**src/verilog/rtf_defines.vh**
```
// Register map, field positions, reset values and timing constants of the raster timing block
`ifndef RTF_DEFINES_VH
`define RTF_DEFINES_VH
// Register byte offsets
`define RTF_OFS_VTOTAL 8'h00
`define RTF_OFS_VSYNC 8'h04
`define RTF_OFS_VERTICAL_ACTIVE_SPAN 8'h08
`define RTF_OFS_HTOTAL 8'h10
`define RTF_OFS_HSYNC 8'h14
`define RTF_OFS_HACTIVE 8'h18
`define RTF_OFS_ATTRIB 8'h24
`define RTF_OFS_BASE 8'h28
`define RTF_OFS_LINES 8'h30
`define RTF_OFS_LENGTH 8'h34
`define RTF_OFS_STRIDE 8'h38
`define RTF_OFS_BRATE 8'h40
`define RTF_OFS_BMOD 8'h44
`define RTF_OFS_BMATCH 8'h48
`define RTF_OFS_BCMP 8'h4C
`define RTF_OFS_AC_TOGGLE_RATE 8'h50
`define RTF_OFS_SECPOS 8'h54
`define RTF_OFS_PIXFMT 8'h58
`define RTF_OFS_STATUS 8'h5C
// Fields of video_attributes
`define RTF_ATTR_TIMING_EN 0
`define RTF_ATTR_EOF_EN 1
`define RTF_ATTR_AC_EN 2
`define RTF_ATTR_SHIFT_EN 3
`define RTF_ATTR_BANK 4
`define RTF_ATTR_SEC_EN 5
// Start/stop pairs: start in [21:11], stop in [10:0]
`define RTF_START_HI 21
`define RTF_START_LO 11
`define RTF_STOP_HI 10
// Position fields: vertical in [26:16], horizontal in [10:0]
`define RTF_VPOS_HI 26
`define RTF_VPOS_LO 16
// Pixel format fields: depth [2:0], blink mode [7:4]
`define RTF_MODE_HI 7
`define RTF_MODE_LO 4
// Depth and blink mode encodings
`define RTF_DEPTH_OFF 3'h0
`define RTF_DEPTH_4 3'h1
`define RTF_DEPTH_8 3'h2
`define RTF_DEPTH_16 3'h4
`define RTF_DEPTH_24 3'h6
`define RTF_BLINK_OFF 4'h0
`define RTF_BLINK_AND 4'h1
`define RTF_BLINK_OR 4'h2
`define RTF_BLINK_XOR 4'h3
// Reset values and constants
`define RTF_RST_ZERO 32'h0000_0000
`define RTF_BLINK_TOP 8'hFF
`define RTF_SHIFT_PERIOD 64
`define RTF_CLK_MHZ 20
`define RTF_VIDEO_CLOCK_MAX_MHZ 132
`endif

```
**src/verilog/rtf_unpack.v**
```verilog
// Pixel unpacker: splits 64-bit words into pixels of the selected depth
`timescale 1ns/100ps
`default_nettype none
module rtf_unpack (
  input wire i_sys_clk,
  input wire i_resetn,
  input wire i_flush,
  input wire [2:0] i_depth,
  input wire [63:0] i_word,
  input wire i_word_valid,
  output wire o_word_ready,
  input wire i_take,
  output reg [23:0] o_pixel,
  output wire o_pixel_valid
);
`include "rtf_defines.vh"
  reg [63:0] shreg;
  reg [4:0] left;
  reg [4:0] count;
  reg [5:0] bpp;

  // Pixels per word and shift per pixel; illegal codes act as disabled
  always @* begin
    count = 5'd0;
    bpp = 6'd0;
    case (i_depth)
      `RTF_DEPTH_4: begin count = 5'd16; bpp = 6'd4; end
      `RTF_DEPTH_8: begin count = 5'd8; bpp = 6'd8; end
      `RTF_DEPTH_16: begin count = 5'd4; bpp = 6'd16; end
      `RTF_DEPTH_24: begin count = 5'd2; bpp = 6'd24; end
      default: begin count = 5'd0; bpp = 6'd0; end
    endcase
  end

  // Disabled depth swallows words so the fetch never locks up
  assign o_word_ready = (left == 5'd0);
  assign o_pixel_valid = (left != 5'd0);

  // Lowest pixel sits in the low bits
  always @* begin
    o_pixel = 24'h00_0000;
    if (left != 5'd0) begin
      case (i_depth)
        `RTF_DEPTH_4: o_pixel = {20'h0_0000, shreg[3:0]};
        `RTF_DEPTH_8: o_pixel = {16'h0000, shreg[7:0]};
        `RTF_DEPTH_16: o_pixel = {8'h00, shreg[15:0]};
        default: o_pixel = shreg[23:0];
      endcase
    end
  end

  // One pixel per step to the blink stage
  always @(posedge i_sys_clk) begin
    if (!i_resetn || i_flush) begin
      shreg <= 64'h0000_0000_0000_0000;
      left <= 5'd0;
    end else if (i_word_valid && left == 5'd0) begin
      shreg <= i_word;
      left <= count;
    end else if (i_take && left != 5'd0) begin
      shreg <= shreg >> bpp;
      left <= left - 5'd1;
    end
  end
endmodule
`default_nettype wire

```
**src/verilog/rtf_top.v**
```verilog
// Raster timing, frame fetch, pixel unpack and blink detection with an Avalon-MM register slave
//
// Implementation choices: the placing of the registers and register access over Avalon-MM.
`timescale 1ns/100ps
`default_nettype none
module rtf_top (
  input wire i_sys_clk,
  input wire i_resetn,
  input wire [7:0] i_avs_address,
  input wire i_avs_read,
  input wire i_avs_write,
  input wire [31:0] i_avs_writedata,
  output reg [31:0] o_avs_readdata,
  output reg o_avs_waitrequest,
  output reg o_mem_read,
  output reg [31:0] o_mem_address,
  input wire i_mem_waitrequest,
  input wire i_mem_readdatavalid,
  input wire [31:0] i_mem_readdata,
  output reg o_hsync_n,
  output reg o_vsync_n,
  output reg o_active,
  output reg [23:0] o_pixel,
  output reg o_blink_pixel,
  output reg o_eof_irq,
  output reg o_secondary_irq
);
`include "rtf_defines.vh"
  localparam [2:0] F_IDLE = 3'b001;
  localparam [2:0] F_REQ = 3'b010;
  localparam [2:0] F_WAIT = 3'b100;

  // Software registers
  reg [10:0] total_frame_lines;
  reg [10:0] total_line_clocks;
  reg [21:0] vsync_span;
  reg [21:0] vertical_active_span;
  reg [21:0] hsync_span;
  reg [21:0] hactive_span;
  reg [7:0] video_attributes;
  reg [31:0] frame_base_address;
  reg [10:0] active_line_count;
  reg [11:0] words_per_line;
  reg [12:0] line_address_stride;
  reg [7:0] blink_period_setting;
  reg [23:0] blink_modify_mask;
  reg [23:0] blink_match_value;
  reg [23:0] blink_compare_mask;
  reg [7:0] ac_toggle_rate;
  reg [21:0] secondary_irq_position;
  reg [7:0] pixel_format_control;
  reg [31:0] next_readdata;

  // Timing state
  reg [10:0] hcnt;
  reg [10:0] vcnt;
  reg [5:0] xcnt;
  reg [7:0] ac_cnt;
  reg ac_level;
  reg [7:0] blink_cnt;
  reg blink_phase;

  // Fetch state
  reg [2:0] fstate;
  reg [31:0] line_base;
  reg [31:0] waddr;
  reg [10:0] line_left;
  reg [11:0] word_left;
  reg [31:0] pair_lo;
  reg pair_half;
  reg [63:0] word64;
  reg word_valid;

  wire word_ready;
  wire [23:0] upix;
  wire upix_valid;

  wire timing_en = video_attributes[`RTF_ATTR_TIMING_EN];
  wire [3:0] blink_mode = pixel_format_control[`RTF_MODE_HI:`RTF_MODE_LO];
  wire line_end = (hcnt == 11'd0);
  wire frame_end = timing_en && line_end && (vcnt == 11'd0);
  wire [7:0] blink_limit = `RTF_BLINK_TOP - blink_period_setting;
  wire [31:0] frame_start = {video_attributes[`RTF_ATTR_BANK], frame_base_address[30:0]};
  wire [31:0] stride_bytes = {17'h0_0000, line_address_stride, 2'b00};
  wire last_word = (word_left == 12'd0);
  wire bus_req = i_avs_read || i_avs_write;
  wire bus_done = bus_req && !o_avs_waitrequest;

  // Window test on a down counter: on from start down to just above stop
  function in_win;
    input [10:0] cnt;
    input [21:0] span;
    begin
      in_win = (cnt <= span[`RTF_START_HI:`RTF_START_LO]) && (cnt > span[`RTF_STOP_HI:0]);
    end
  endfunction

  wire hs_on = timing_en && in_win(hcnt, hsync_span);
  wire vs_on = timing_en && in_win(vcnt, vsync_span);
  wire act_now = timing_en && in_win(hcnt, hactive_span) && in_win(vcnt, vertical_active_span);
  wire panel_horizontal_shift_clock = timing_en && (xcnt == 6'd0);
  wire panel_vertical_shift_clock = hs_on;

  // Blink detection and modify stage
  wire is_blink = upix_valid && ((upix & blink_compare_mask) == blink_match_value);
  reg [23:0] mod_pix;
  always @* begin
    case (blink_mode)
      `RTF_BLINK_AND: mod_pix = upix & blink_modify_mask;
      `RTF_BLINK_OR: mod_pix = upix | blink_modify_mask;
      `RTF_BLINK_XOR: mod_pix = upix ^ blink_modify_mask;
      default: mod_pix = upix;
    endcase
  end
  wire [23:0] out_pix = (is_blink && blink_phase) ? mod_pix : upix;

  rtf_unpack u_unpack (
    .i_sys_clk(i_sys_clk),
    .i_resetn(i_resetn),
    .i_flush(frame_end),
    .i_depth(pixel_format_control[2:0]),
    .i_word(word64),
    .i_word_valid(word_valid),
    .o_word_ready(word_ready),
    .i_take(act_now),
    .o_pixel(upix),
    .o_pixel_valid(upix_valid)
  );

  // Bus slave: waitrequest drops for one cycle, one cycle after a request shows
  always @(posedge i_sys_clk) begin
    if (!i_resetn) begin
      o_avs_waitrequest <= 1'b1;
      o_avs_readdata <= `RTF_RST_ZERO;
    end else begin
      o_avs_waitrequest <= !(bus_req && o_avs_waitrequest);
      if (i_avs_read && o_avs_waitrequest)
        o_avs_readdata <= next_readdata;
    end
  end

  // Read decode; unmapped addresses read zero
  always @* begin
    next_readdata = `RTF_RST_ZERO;
    if (i_avs_address == `RTF_OFS_VTOTAL) next_readdata = {21'h0, total_frame_lines};
    else if (i_avs_address == `RTF_OFS_VSYNC) next_readdata = {10'h0, vsync_span};
    else if (i_avs_address == `RTF_OFS_VERTICAL_ACTIVE_SPAN) next_readdata = {10'h0, vertical_active_span};
    else if (i_avs_address == `RTF_OFS_HTOTAL) next_readdata = {21'h0, total_line_clocks};
    else if (i_avs_address == `RTF_OFS_HSYNC) next_readdata = {10'h0, hsync_span};
    else if (i_avs_address == `RTF_OFS_HACTIVE) next_readdata = {10'h0, hactive_span};
    else if (i_avs_address == `RTF_OFS_ATTRIB) next_readdata = {24'h0, video_attributes};
    else if (i_avs_address == `RTF_OFS_BASE) next_readdata = frame_base_address;
    else if (i_avs_address == `RTF_OFS_LINES) next_readdata = {21'h0, active_line_count};
    else if (i_avs_address == `RTF_OFS_LENGTH) next_readdata = {20'h0, words_per_line};
    else if (i_avs_address == `RTF_OFS_STRIDE) next_readdata = {19'h0, line_address_stride};
    else if (i_avs_address == `RTF_OFS_BRATE) next_readdata = {24'h0, blink_period_setting};
    else if (i_avs_address == `RTF_OFS_BMOD) next_readdata = {8'h0, blink_modify_mask};
    else if (i_avs_address == `RTF_OFS_BMATCH) next_readdata = {8'h0, blink_match_value};
    else if (i_avs_address == `RTF_OFS_BCMP) next_readdata = {8'h0, blink_compare_mask};
    else if (i_avs_address == `RTF_OFS_AC_TOGGLE_RATE) next_readdata = {24'h0, ac_toggle_rate};
    else if (i_avs_address == `RTF_OFS_SECPOS)
      next_readdata = {5'h0, secondary_irq_position[21:11], 5'h0, secondary_irq_position[10:0]};
    else if (i_avs_address == `RTF_OFS_PIXFMT) next_readdata = {24'h0, pixel_format_control};
    else if (i_avs_address == `RTF_OFS_STATUS)
      next_readdata = {fstate != F_IDLE, blink_phase, ac_level, 2'h0, vcnt, 5'h0, hcnt};
  end

  // Register writes land at the edge that completes the transfer
  always @(posedge i_sys_clk) begin
    if (!i_resetn) begin
      total_frame_lines <= 11'h000;
      total_line_clocks <= 11'h000;
      vsync_span <= 22'h00_0000;
      vertical_active_span <= 22'h00_0000;
      hsync_span <= 22'h00_0000;
      hactive_span <= 22'h00_0000;
      video_attributes <= 8'h00;
      frame_base_address <= `RTF_RST_ZERO;
      active_line_count <= 11'h000;
      words_per_line <= 12'h000;
      line_address_stride <= 13'h0000;
      blink_period_setting <= 8'h00;
      blink_modify_mask <= 24'h00_0000;
      blink_match_value <= 24'h00_0000;
      blink_compare_mask <= 24'h00_0000;
      ac_toggle_rate <= 8'h00;
      secondary_irq_position <= 22'h00_0000;
      pixel_format_control <= 8'h00;
    end else if (i_avs_write && bus_done) begin
      if (i_avs_address == `RTF_OFS_VTOTAL) total_frame_lines <= i_avs_writedata[10:0];
      else if (i_avs_address == `RTF_OFS_VSYNC) vsync_span <= i_avs_writedata[21:0];
      else if (i_avs_address == `RTF_OFS_VERTICAL_ACTIVE_SPAN) vertical_active_span <= i_avs_writedata[21:0];
      else if (i_avs_address == `RTF_OFS_HTOTAL) total_line_clocks <= i_avs_writedata[10:0];
      else if (i_avs_address == `RTF_OFS_HSYNC) hsync_span <= i_avs_writedata[21:0];
      else if (i_avs_address == `RTF_OFS_HACTIVE) hactive_span <= i_avs_writedata[21:0];
      else if (i_avs_address == `RTF_OFS_ATTRIB) video_attributes <= i_avs_writedata[7:0];
      else if (i_avs_address == `RTF_OFS_BASE) frame_base_address <= i_avs_writedata;
      else if (i_avs_address == `RTF_OFS_LINES) active_line_count <= i_avs_writedata[10:0];
      else if (i_avs_address == `RTF_OFS_LENGTH) words_per_line <= i_avs_writedata[11:0];
      else if (i_avs_address == `RTF_OFS_STRIDE) line_address_stride <= i_avs_writedata[12:0];
      else if (i_avs_address == `RTF_OFS_BRATE) blink_period_setting <= i_avs_writedata[7:0];
      else if (i_avs_address == `RTF_OFS_BMOD) blink_modify_mask <= i_avs_writedata[23:0];
      else if (i_avs_address == `RTF_OFS_BMATCH) blink_match_value <= i_avs_writedata[23:0];
      else if (i_avs_address == `RTF_OFS_BCMP) blink_compare_mask <= i_avs_writedata[23:0];
      else if (i_avs_address == `RTF_OFS_AC_TOGGLE_RATE) ac_toggle_rate <= i_avs_writedata[7:0];
      else if (i_avs_address == `RTF_OFS_SECPOS)
        secondary_irq_position <= {i_avs_writedata[`RTF_VPOS_HI:`RTF_VPOS_LO], i_avs_writedata[10:0]};
      else if (i_avs_address == `RTF_OFS_PIXFMT) pixel_format_control <= i_avs_writedata[7:0];
    end
  end

  // Free-running counters, hcnt and vcnt down and xcnt up; hcnt and vcnt held at their totals and xcnt at zero while timing is off
  always @(posedge i_sys_clk) begin
    if (!i_resetn) begin
      hcnt <= 11'h000;
      vcnt <= 11'h000;
      xcnt <= 6'd0;
    end else if (!timing_en) begin
      hcnt <= total_line_clocks;
      vcnt <= total_frame_lines;
      xcnt <= 6'd0;
    end else begin
      xcnt <= xcnt + 6'd1; // Wraps every 64 clocks
      if (line_end) begin
        hcnt <= total_line_clocks;
        vcnt <= (vcnt == 11'd0) ? total_frame_lines : vcnt - 11'd1;
      end else begin
        hcnt <= hcnt - 11'd1;
      end
    end
  end

  // Frame-rate dividers for the AC level and the shared blink phase
  always @(posedge i_sys_clk) begin
    if (!i_resetn) begin
      ac_cnt <= 8'h00;
      ac_level <= 1'b0;
      blink_cnt <= 8'h00;
      blink_phase <= 1'b0;
    end else if (frame_end) begin
      if (ac_cnt >= ac_toggle_rate) begin
        ac_cnt <= 8'h00;
        ac_level <= ~ac_level;
      end else begin
        ac_cnt <= ac_cnt + 8'h01;
      end
      // A limit of zero means the setting is at the top: no blinking
      if (blink_limit == 8'h00) begin
        blink_cnt <= 8'h00;
        blink_phase <= 1'b0;
      end else if (blink_cnt >= blink_limit - 8'h01) begin
        blink_cnt <= 8'h00;
        blink_phase <= ~blink_phase;
      end else begin
        blink_cnt <= blink_cnt + 8'h01;
      end
    end
  end

  // Registered video outputs; all events are single-cycle pulses
  // One register stage after the compares keeps paths short for a fast video clock
  always @(posedge i_sys_clk) begin
    if (!i_resetn) begin
      o_hsync_n <= 1'b1;
      o_vsync_n <= 1'b1;
      o_active <= 1'b0;
      o_pixel <= 24'h00_0000;
      o_blink_pixel <= 1'b0;
      o_eof_irq <= 1'b0;
      o_secondary_irq <= 1'b0;
    end else begin
      o_hsync_n <= ~hs_on;
      o_vsync_n <= ~vs_on;
      o_active <= act_now;
      o_blink_pixel <= act_now && is_blink && (blink_mode != `RTF_BLINK_OFF);
      o_pixel[23:18] <= act_now ? out_pix[23:18] : 6'h00;
      o_pixel[14:0] <= act_now ? out_pix[14:0] : 15'h0000;
      o_pixel[17] <= video_attributes[`RTF_ATTR_AC_EN] ? ac_level : (act_now && out_pix[17]);
      o_pixel[16] <= video_attributes[`RTF_ATTR_SHIFT_EN] ? panel_horizontal_shift_clock : (act_now && out_pix[16]);
      o_pixel[15] <= video_attributes[`RTF_ATTR_SHIFT_EN] ? panel_vertical_shift_clock : (act_now && out_pix[15]);
      // Edge-type event at the last counted position of the frame
      o_eof_irq <= frame_end && video_attributes[`RTF_ATTR_EOF_EN];
      o_secondary_irq <= timing_en && video_attributes[`RTF_ATTR_SEC_EN]
        && (vcnt == secondary_irq_position[21:11]) && (hcnt == secondary_irq_position[10:0]);
    end
  end

  // Frame fetch: restarts at a frame end that finds no read requested or in flight, with the base taken at that instant
  always @(posedge i_sys_clk) begin
    if (!i_resetn) begin
      fstate <= F_IDLE;
      o_mem_read <= 1'b0;
      o_mem_address <= `RTF_RST_ZERO;
      line_base <= `RTF_RST_ZERO;
      waddr <= `RTF_RST_ZERO;
      line_left <= 11'h000;
      word_left <= 12'h000;
      pair_lo <= `RTF_RST_ZERO;
      pair_half <= 1'b0;
      word64 <= 64'h0000_0000_0000_0000;
      word_valid <= 1'b0;
    end else if (frame_end && !o_mem_read && fstate != F_WAIT) begin
      // Mid-frame base writes only take hold here
      fstate <= F_REQ;
      line_base <= frame_start;
      waddr <= frame_start;
      line_left <= active_line_count;
      word_left <= words_per_line;
      pair_half <= 1'b0;
      word_valid <= 1'b0;
    end else begin
      if (word_valid && word_ready)
        word_valid <= 1'b0;
      case (fstate)
        F_REQ: begin
          // Holding word still full stalls the next read
          if (o_mem_read && !i_mem_waitrequest) begin
            o_mem_read <= 1'b0;
            fstate <= F_WAIT;
          end else if (!o_mem_read && !word_valid) begin
            o_mem_read <= 1'b1;
            o_mem_address <= waddr;
          end
        end
        F_WAIT: begin
          if (i_mem_readdatavalid) begin
            if (pair_half) begin
              word64 <= {i_mem_readdata, pair_lo};
              word_valid <= 1'b1;
              pair_half <= 1'b0;
            end else if (last_word) begin
              word64 <= {32'h0000_0000, i_mem_readdata}; // Odd word padded
              word_valid <= 1'b1;
            end else begin
              pair_lo <= i_mem_readdata;
              pair_half <= 1'b1;
            end
            if (!last_word) begin
              waddr <= waddr + 32'h0000_0004;
              word_left <= word_left - 12'd1;
              fstate <= F_REQ;
            end else if (line_left == 11'd0) begin
              fstate <= F_IDLE;
            end else begin
              line_base <= line_base + stride_bytes;
              waddr <= line_base + stride_bytes;
              word_left <= words_per_line;
              line_left <= line_left - 11'd1;
              fstate <= F_REQ;
            end
          end
        end
        default: fstate <= F_IDLE;
      endcase
    end
  end
endmodule
`default_nettype wire

```
**config.mk**
```make
export PLATFORM = sky130hd
export DESIGN_NAME = rtf_top
export DESIGN_NICKNAME = d
export VERILOG_FILES = /design/src/verilog/rtf_unpack.v /design/src/verilog/rtf_top.v
export VERILOG_INCLUDE_DIRS = /design/src /design/src/verilog
export SDC_FILE = /design/constraint.sdc
export NUM_CORES = 2
export LEC_CHECK = 0
export BUFFER_PORTS_ARGS = -buffer_cell sky130_fd_sc_hd__buf_4
export CAP_MARGIN = 20
export CELL_PAD_IN_SITES_DETAIL_PLACEMENT = 0
export CELL_PAD_IN_SITES_GLOBAL_PLACEMENT = 1
export CORE_ASPECT_RATIO = 2
export CORE_MARGIN = 2
export CORE_UTILIZATION = 45
export DETAILED_ROUTE_END_ITERATION = 12
export HOLD_SLACK_MARGIN = 0.03
export PLACE_DENSITY = 0.77
export SLEW_MARGIN = 20
export SYNTH_ARGS = -nofsm -noshare
export SYNTH_HDL_FRONTEND = slang
export SYNTH_HIERARCHICAL = 1
export SYNTH_SLANG_ARGS = --single-unit
```
**constraint.sdc**
```tcl
create_clock -name i_sys_clk -period 4.87 [get_ports i_sys_clk]
set_clock_uncertainty 0.1 [all_clocks]
set_input_delay 0.7305 -clock i_sys_clk [delete_from_list [all_inputs] [get_ports i_sys_clk]]
set_output_delay 0.7305 -clock i_sys_clk [all_outputs]
set_load 0.02 [all_outputs]
```
# Yosys cells after proc, flatten, opt, wreduce, memory -nomap -nowiden

Cells that the tools add are included.

Flip-flop bits (word level): 703
Bits of input ports: 78
Output and inout bits: 96
Logic and storage cells: 308

$add $sub $neg: 12
$lt $le $gt $ge: 10
Equal/unequal tests: 39
Shifts and indexed selects: 1
Multiplexer cells: 78
Bitwise operators: 30
Reductions and logical operators: 89

Operators with widths:

| cell                                                 | number |
|---|---|
| two-way mux 32 bit                                   | 28 |
| two-way mux 64 bit                                   | 4 |
| one-hot mux 24 bit (3 select lines)                  | 2 |
| two-way mux 11 bit                                   | 10 |
| equality test 8 x 7 -> 1 bit (second input constant) | 8 |
| right shift 64 x 5 -> 64 bit                         | 1 |
| two-way mux 12 bit                                   | 5 |
| bitwise AND 24 bit                                   | 2 |
| two-way mux 24 bit                                   | 2 |
| > comparator 11 bit                                  | 4 |
| less-or-equal comparator 11 bit                      | 4 |
| equality test 8 x 6 -> 1 bit (second input constant) | 5 |
| one-hot mux 5 bit (4 select lines)                   | 2 |
| zero test 11 bit                                     | 3 |
| subtractor 11 x 1 -> 11 bit (second input constant)  | 3 |
| adder 32 x 15 -> 32 bit                              | 1 |
| adder 32 x 3 -> 32 bit (second input constant)       | 1 |
| logical AND 1 bit                                    | 32 |
| NOT 1 bit                                            | 26 |
| equality test 24 bit                                 | 1 |
| equality test 8 x 5 -> 1 bit (second input constant) | 3 |
| two-way mux 8 bit                                    | 3 |
| bitwise OR 24 bit                                    | 1 |
| bitwise XOR 24 bit                                   | 1 |
| other kinds (52)                                     | 107 |

# Logic depth before layout (Yosys ltp)

Depth after elaboration: 20
Depth in mapped cells: 15
Mapped depth without buffers: 13

# Modules after synthesis

The synthesis kept the hierarchy.

Modules (own cells, without submodules):

| module     | times used | cells each | area an instance (sq um) | sequential area each (sq um) |
|---|---|---|---|---|
| rtf_top    | 1          | 4,235      | 33,001.7                 | 12,692.2 |
| rtf_unpack | 1          | 641        | 5,312.6                  | 1,381.3 |

# Least setup slack after synthesis

Ideal clock, no wire load.

Path kind: reg2reg
Start point: register pixel_format_control[1]
End point: register o_pixel[10]
Setup time: 0.128 ns
Data arrival time: 3.197 ns
Required time: 4.642 ns
Slack: 1.446 ns
Stages on the path, launching flop included: 16
Buffers on the path: 4
Period minus slack after synthesis: 3.424 ns
Path through: dfxtp_1 -> buf_4 -> buf_4 -> buf_4 -> nand2b_1 -> a21oi_1 -> nor2_1 -> and2_1 -> a21boi_0 -> a211oi_1 -> nand4_1 -> nor4_2 -> clkbuf_1 -> nor2_1 -> a21oi_1 -> nor2_1

Longest elaborated chain between the ends: 8
Elaborated cells on any way between the ends: 14
Those cells by class: eq/ne: 4; mux: 4; bitwise: 4; reduce/logical: 2

RTL lines:

| element                                           | line            | source |
|---|---|---|
| start: declaration                                | rtf_top.v:51    | `reg [7:0] pixel_format_control;` |
| start signal: assignment                          | rtf_top.v:208   | `` else if (i_avs_address == `RTF_OFS_PIXFMT) pixel_format_control <= i_avs_writedata[7:0]; `` |
| equality test 3 bit, or another cell as far along | rtf_unpack.v:43 | `case (i_depth)` |
| one-hot mux 24 bit (3 select lines) *             | rtf_unpack.v:43 |  |
| two-way mux 24 bit *                              | rtf_unpack.v:42 | `if (left != 5'd0) begin` |
| via upix[13]                                      | rtf_top.v:75    | `wire [23:0] upix;` |
| bitwise AND 24 bit *                              | rtf_top.v:105   | `wire is_blink = upix_valid && ((upix & blink_compare_mask) == blink_match_value);` |
| equality test 24 bit *                            | rtf_top.v:105   |  |
| logical AND 1 bit *                               | rtf_top.v:105   |  |
| logical AND 1 bit *                               | rtf_top.v:115   | `wire [23:0] out_pix = (is_blink && blink_phase) ? mod_pix : upix;` |
| two-way mux 24 bit *                              | rtf_top.v:115   |  |
| end signal: assignment                            | rtf_top.v:277   | `o_pixel[14:0] <= act_now ? out_pix[14:0] : 15'h0000;` |
| end: declaration                                  | rtf_top.v:23    | `output reg [23:0] o_pixel,` |

Mark *: on every way through the listed nets, which the timed path passes. The rest lies on a longest branch.
A chain may end at the register's enable or synchronous reset.

# Worst setup path in the final report

Start point: register u_unpack.left[0]
End point: register o_pixel[20]

Longest elaborated chain between the ends: 7
Elaborated cells on any way between the ends: 11
Those cells by class: eq/ne: 1; mux: 3; bitwise: 4; reduce/logical: 3

RTL lines:

| element                  | line            | source |
|---|---|---|
| start: declaration       | rtf_unpack.v:18 | `reg [4:0] left;` |
| start signal: assignment | rtf_unpack.v:59 | `left <= count;` |
| start signal: assignment | rtf_unpack.v:62 | `left <= left - 5'd1;` |
| nonzero test 5 bit       | rtf_unpack.v:37 | `assign o_pixel_valid = (left != 5'd0);` |
| via upix_valid           | rtf_top.v:76    | `wire upix_valid;` |
| two-way mux 24 bit       | rtf_unpack.v:42 |  |
| via upix[2]              | rtf_top.v:75    |  |
| bitwise AND 24 bit       | rtf_top.v:105   |  |
| equality test 24 bit     | rtf_top.v:105   |  |
| logical AND 1 bit        | rtf_top.v:105   |  |
| logical AND 1 bit        | rtf_top.v:115   |  |
| two-way mux 24 bit       | rtf_top.v:115   |  |
| end signal: assignment   | rtf_top.v:276   | `o_pixel[23:18] <= act_now ? out_pix[23:18] : 6'h00;` |

The timed path passes the listed nets, and every way through them passes these cells.

==> metrics.txt <==
status=complete, no violations; die height=around 420 um; most common cell after layout, fill and taps aside=nand2_1; clock sinks=between 700 and 800; HP Class=in -> reg; DRC Markers=0; asr flop ratio synth=0; worst reg2reg path startpoint=u_unpack/left[0]; crit path capture type=flip-flop; CP Class=reg -> reg; sequential area share after synthesis=0.3673; min-delay src=i_avs_read; cell chain of the critical path=inv_1 > ha_1 > nor4b_4 > inv_1 > and2_1 > and3b_1 > nor4_1 > nand4_1 > nor4_4 > buf_4 > nor2_1 > a21oi_1 > nor2_1; Post-CTS Setup Bufs=0; crit path launch=u_unpack/left[0]; CTS Buffer Depth=3; DP Worst Slack=about 670 ps; DP Wirelength=approximately 130,000 um; most frequent cells in the layout=840 x nand2_1, 699 x dfxtp_1, 602 x a21oi_1; drt via density=between 6 and 7; Min Hold Slack=approximately 170 ps; slowest cell on the critical path=nor4b_4; r2r setup slk=around 560 ps; Final Setup Violations=0; Unique masters post-synth=95; first-pass GRT wire length=256,000 um; routed wire length=178,100 um; number of global-route vias before repair=37,215; number of synthesized flops with an enable pin=0; Final nets=5,147; Avg Synthesized Cell Area=around 8 um^2; Worst setup SP type=flip-flop; Worst VDD drop=0.3262 mV; final hold viol count=0; fin. max-slew vios=0; Die Area=between 0.08 and 0.09 mm^2; Mapped Cells=just under 5,000; antenna violations before repair=10; DIE WIDTH=roughly 210 um; Clk Tree Root Cell=clkbuf_16; placed cell area=just over 0.04 mm^2; Post-synth top flop=dfxtp_1; CTS tree=yes; critical path required time=5320 ps; highest clock rate=about 0.23 GHz; hold buffers post-CTS=0; Worst Tran Pin Value=approximately 1300 ps; static leakage=roughly 15 nW; RSZ-0062 raised after global routing=false; total CTS buffers=70; Vias=between 30,000 and 40,000; area occupied by multi-input gates=between 0.02 and 0.025 mm^2; Final period util=0.8848; synthesized area=~0.038 mm^2; drt pass-1 iters=5; I/O pins=between 150 and 200; final instance area=roughly 0.043 mm^2; Worst-Skew Late Latency=roughly 700 ps; GRT overflow=0; Filler cells=~8,400; CTS resizes=0; syn_nets=approximately 5,000; GPL Wtd Cong=a little over 1; starting density of the core=0.4537; PortBufs=about 170; share of cells above drive strength 1=0.1145; FP Rows=151; htree depth=3; Tot GR Track Use=0.4020; slowest stage delay, CP=about 790 ps; DP Cell Count=around 6,000; synthesis-to-finish area growth=12.13%; crit-path max FO=45; synth warn=6; synthesized flop and latch total=approximately 700; largest net degree at the start of global routing=170; post-route setup slack=561.1 ps; CTS clk-pin slew, worst paths=~60 ps; Reg area=0.01408 mm^2; CP arrival=around 4800 ps; routed length per instance=just under 30 um; final std cells w/o fill=around 6,000; core area=0.08445 mm^2; slew margin rel.=0.1361; max_cap viols=0; Tmin final=4309 ps; Final ANT Viol Nets=0; TNS Setup=0 ps; Power Density=roughly 280 mW/mm^2; Starting DRT DRC Count=~3,000
worst max-delay path, delay by kind of cell (launching register included):
kind	cells	cell delay, ps
buffers and inverters	3	1020
AOI/OAI and AO/OA	1	160
adders and majority gates	1	220
DFF	1	330
and+or+nand+nor	8	2330
registers in the layout, summed over array words and instances (netlist names), 12 cells and up:
| name | count |
|---|---|
| o_avs_readdata | 32 |
| waddr | 32 |
| hsync_span | 22 |
| word_left | 12 |
| blink_match_value | 24 |
| vsync_span | 22 |
| blink_modify_mask | 24 |
| vertical_active_span | 22 |
| line_address_stride | 13 |
| line_base | 32 |
| blink_compare_mask | 24 |
| frame_base_address | 32 |
| u_unpack/shreg | 64 |
| word64 | 64 |
| words_per_line | 12 |
| hactive_span | 22 |
| o_pixel | 24 |
| pair_lo | 32 |
| secondary_irq_position | 22 |
| o_mem_address | 32 |
per-stage QoR:
step                utilization  total power [mW]
floorplan                     -             6.145
global placement         0.4805             6.421
detailed placement       0.4805             6.422
CTS                      0.5081             12.09
global route             0.5086             12.32
finish                   0.5087             12.05
routing by layer:
metal  up-vias  wire, um  track usage
met5         -        14            0
met4         2     24480       0.4526
met3       834     10490      0.07809
met2      1732     86440       0.6920
met1     18261     56710       0.3749
li1      17303         -            -
synthesized netlist by cell type, types with 18 or more instances:
| master | instances | area, um^2 |
|---|---|---|
| a21oi_1 | 604 | 3023 |
| and2_1 | 26 | 162.7 |
| or3_1 | 29 | 181.4 |
| o21a_1 | 26 | 195.2 |
| nor2_1 | 466 | 1749 |
| inv_1 | 192 | 720.7 |
| o22ai_1 | 42 | 262.8 |
| nor3_1 | 58 | 290.3 |
| nor4_1 | 25 | 156.4 |
| a31oi_1 | 25 | 156.4 |
| nor2b_1 | 30 | 187.7 |
| nand4_1 | 46 | 287.8 |
| a21o_1 | 25 | 187.7 |
| and3_1 | 32 | 200.2 |
| mux2_2 | 44 | 495.5 |
| buf_1 | 18 | 67.56 |
| clkbuf_1 | 274 | 1028 |
| a22oi_1 | 64 | 480.5 |
| mux2i_1 | 139 | 1391 |
| a221oi_1 | 65 | 569.3 |
| ha_1 | 176 | 2202 |
| o221ai_1 | 31 | 271.5 |
| nand3_1 | 89 | 445.4 |
| dfxtp_1 | 703 | 14070 |
| nand2b_1 | 28 | 175.2 |
| nand2_1 | 840 | 3153 |
| mux4_2 | 22 | 495.5 |
| xor2_1 | 66 | 578.1 |
| buf_2 | 54 | 270.3 |
| a211oi_1 | 89 | 668.1 |
| o211ai_1 | 49 | 367.9 |
| o21ai_0 | 152 | 760.7 |
| xnor2_1 | 45 | 394.1 |
layout make-up:
| class | count | share of cell area |
|---|---|---|
| Multi-Input combinational cell | 3617 | 0.5152 |
| Timing Repair Buffer | 307 | 0.05423 |
| Sequential cell | 703 | 0.3278 |
| Clock inverter | 25 | 0.006960 |
| Inverter | 193 | 0.01704 |
| Clock buffer | 98 | 0.04718 |
| Antenna cell | 8 | 0.0004660 |
| Tap cell | 1071 | 0.03119 |
final timing paths:
kind	to	depth (start not counted)
setup reg to reg	o_pixel[20]	13
setup / recovery	o_pixel[20]	13
hold reg to reg	words_per_line[2]	2
hold / removal	o_avs_waitrequest	2
cells by family (layout without fill, tap and decap cells):
| logic type | after synthesis | in the layout | synth area share |
|---|---|---|---|
| flops | 703 | 703 | 0.3673 |
| xor+xnor | 111 | 111 | 0.02537 |
| compound gates | 1360 | 1360 | 0.2247 |
| fa+ha+maj | 177 | 177 | 0.05800 |
| buf+inv | 556 | 623 | 0.05823 |
| simple gates | 1763 | 1763 | 0.2038 |
| other cells | 0 | 8 | 0 |
| mux | 206 | 206 | 0.06254 |
power by group:
group	internal [mW]	leakage, nW	switching, mW
Clock	3.19	1.15	2.56
Combinational	0.130	8.65	0.399
Sequential	5.76	5.67	0.0183
Total	9.08	15.5	2.97
Power figures use the tool's default switching activity.
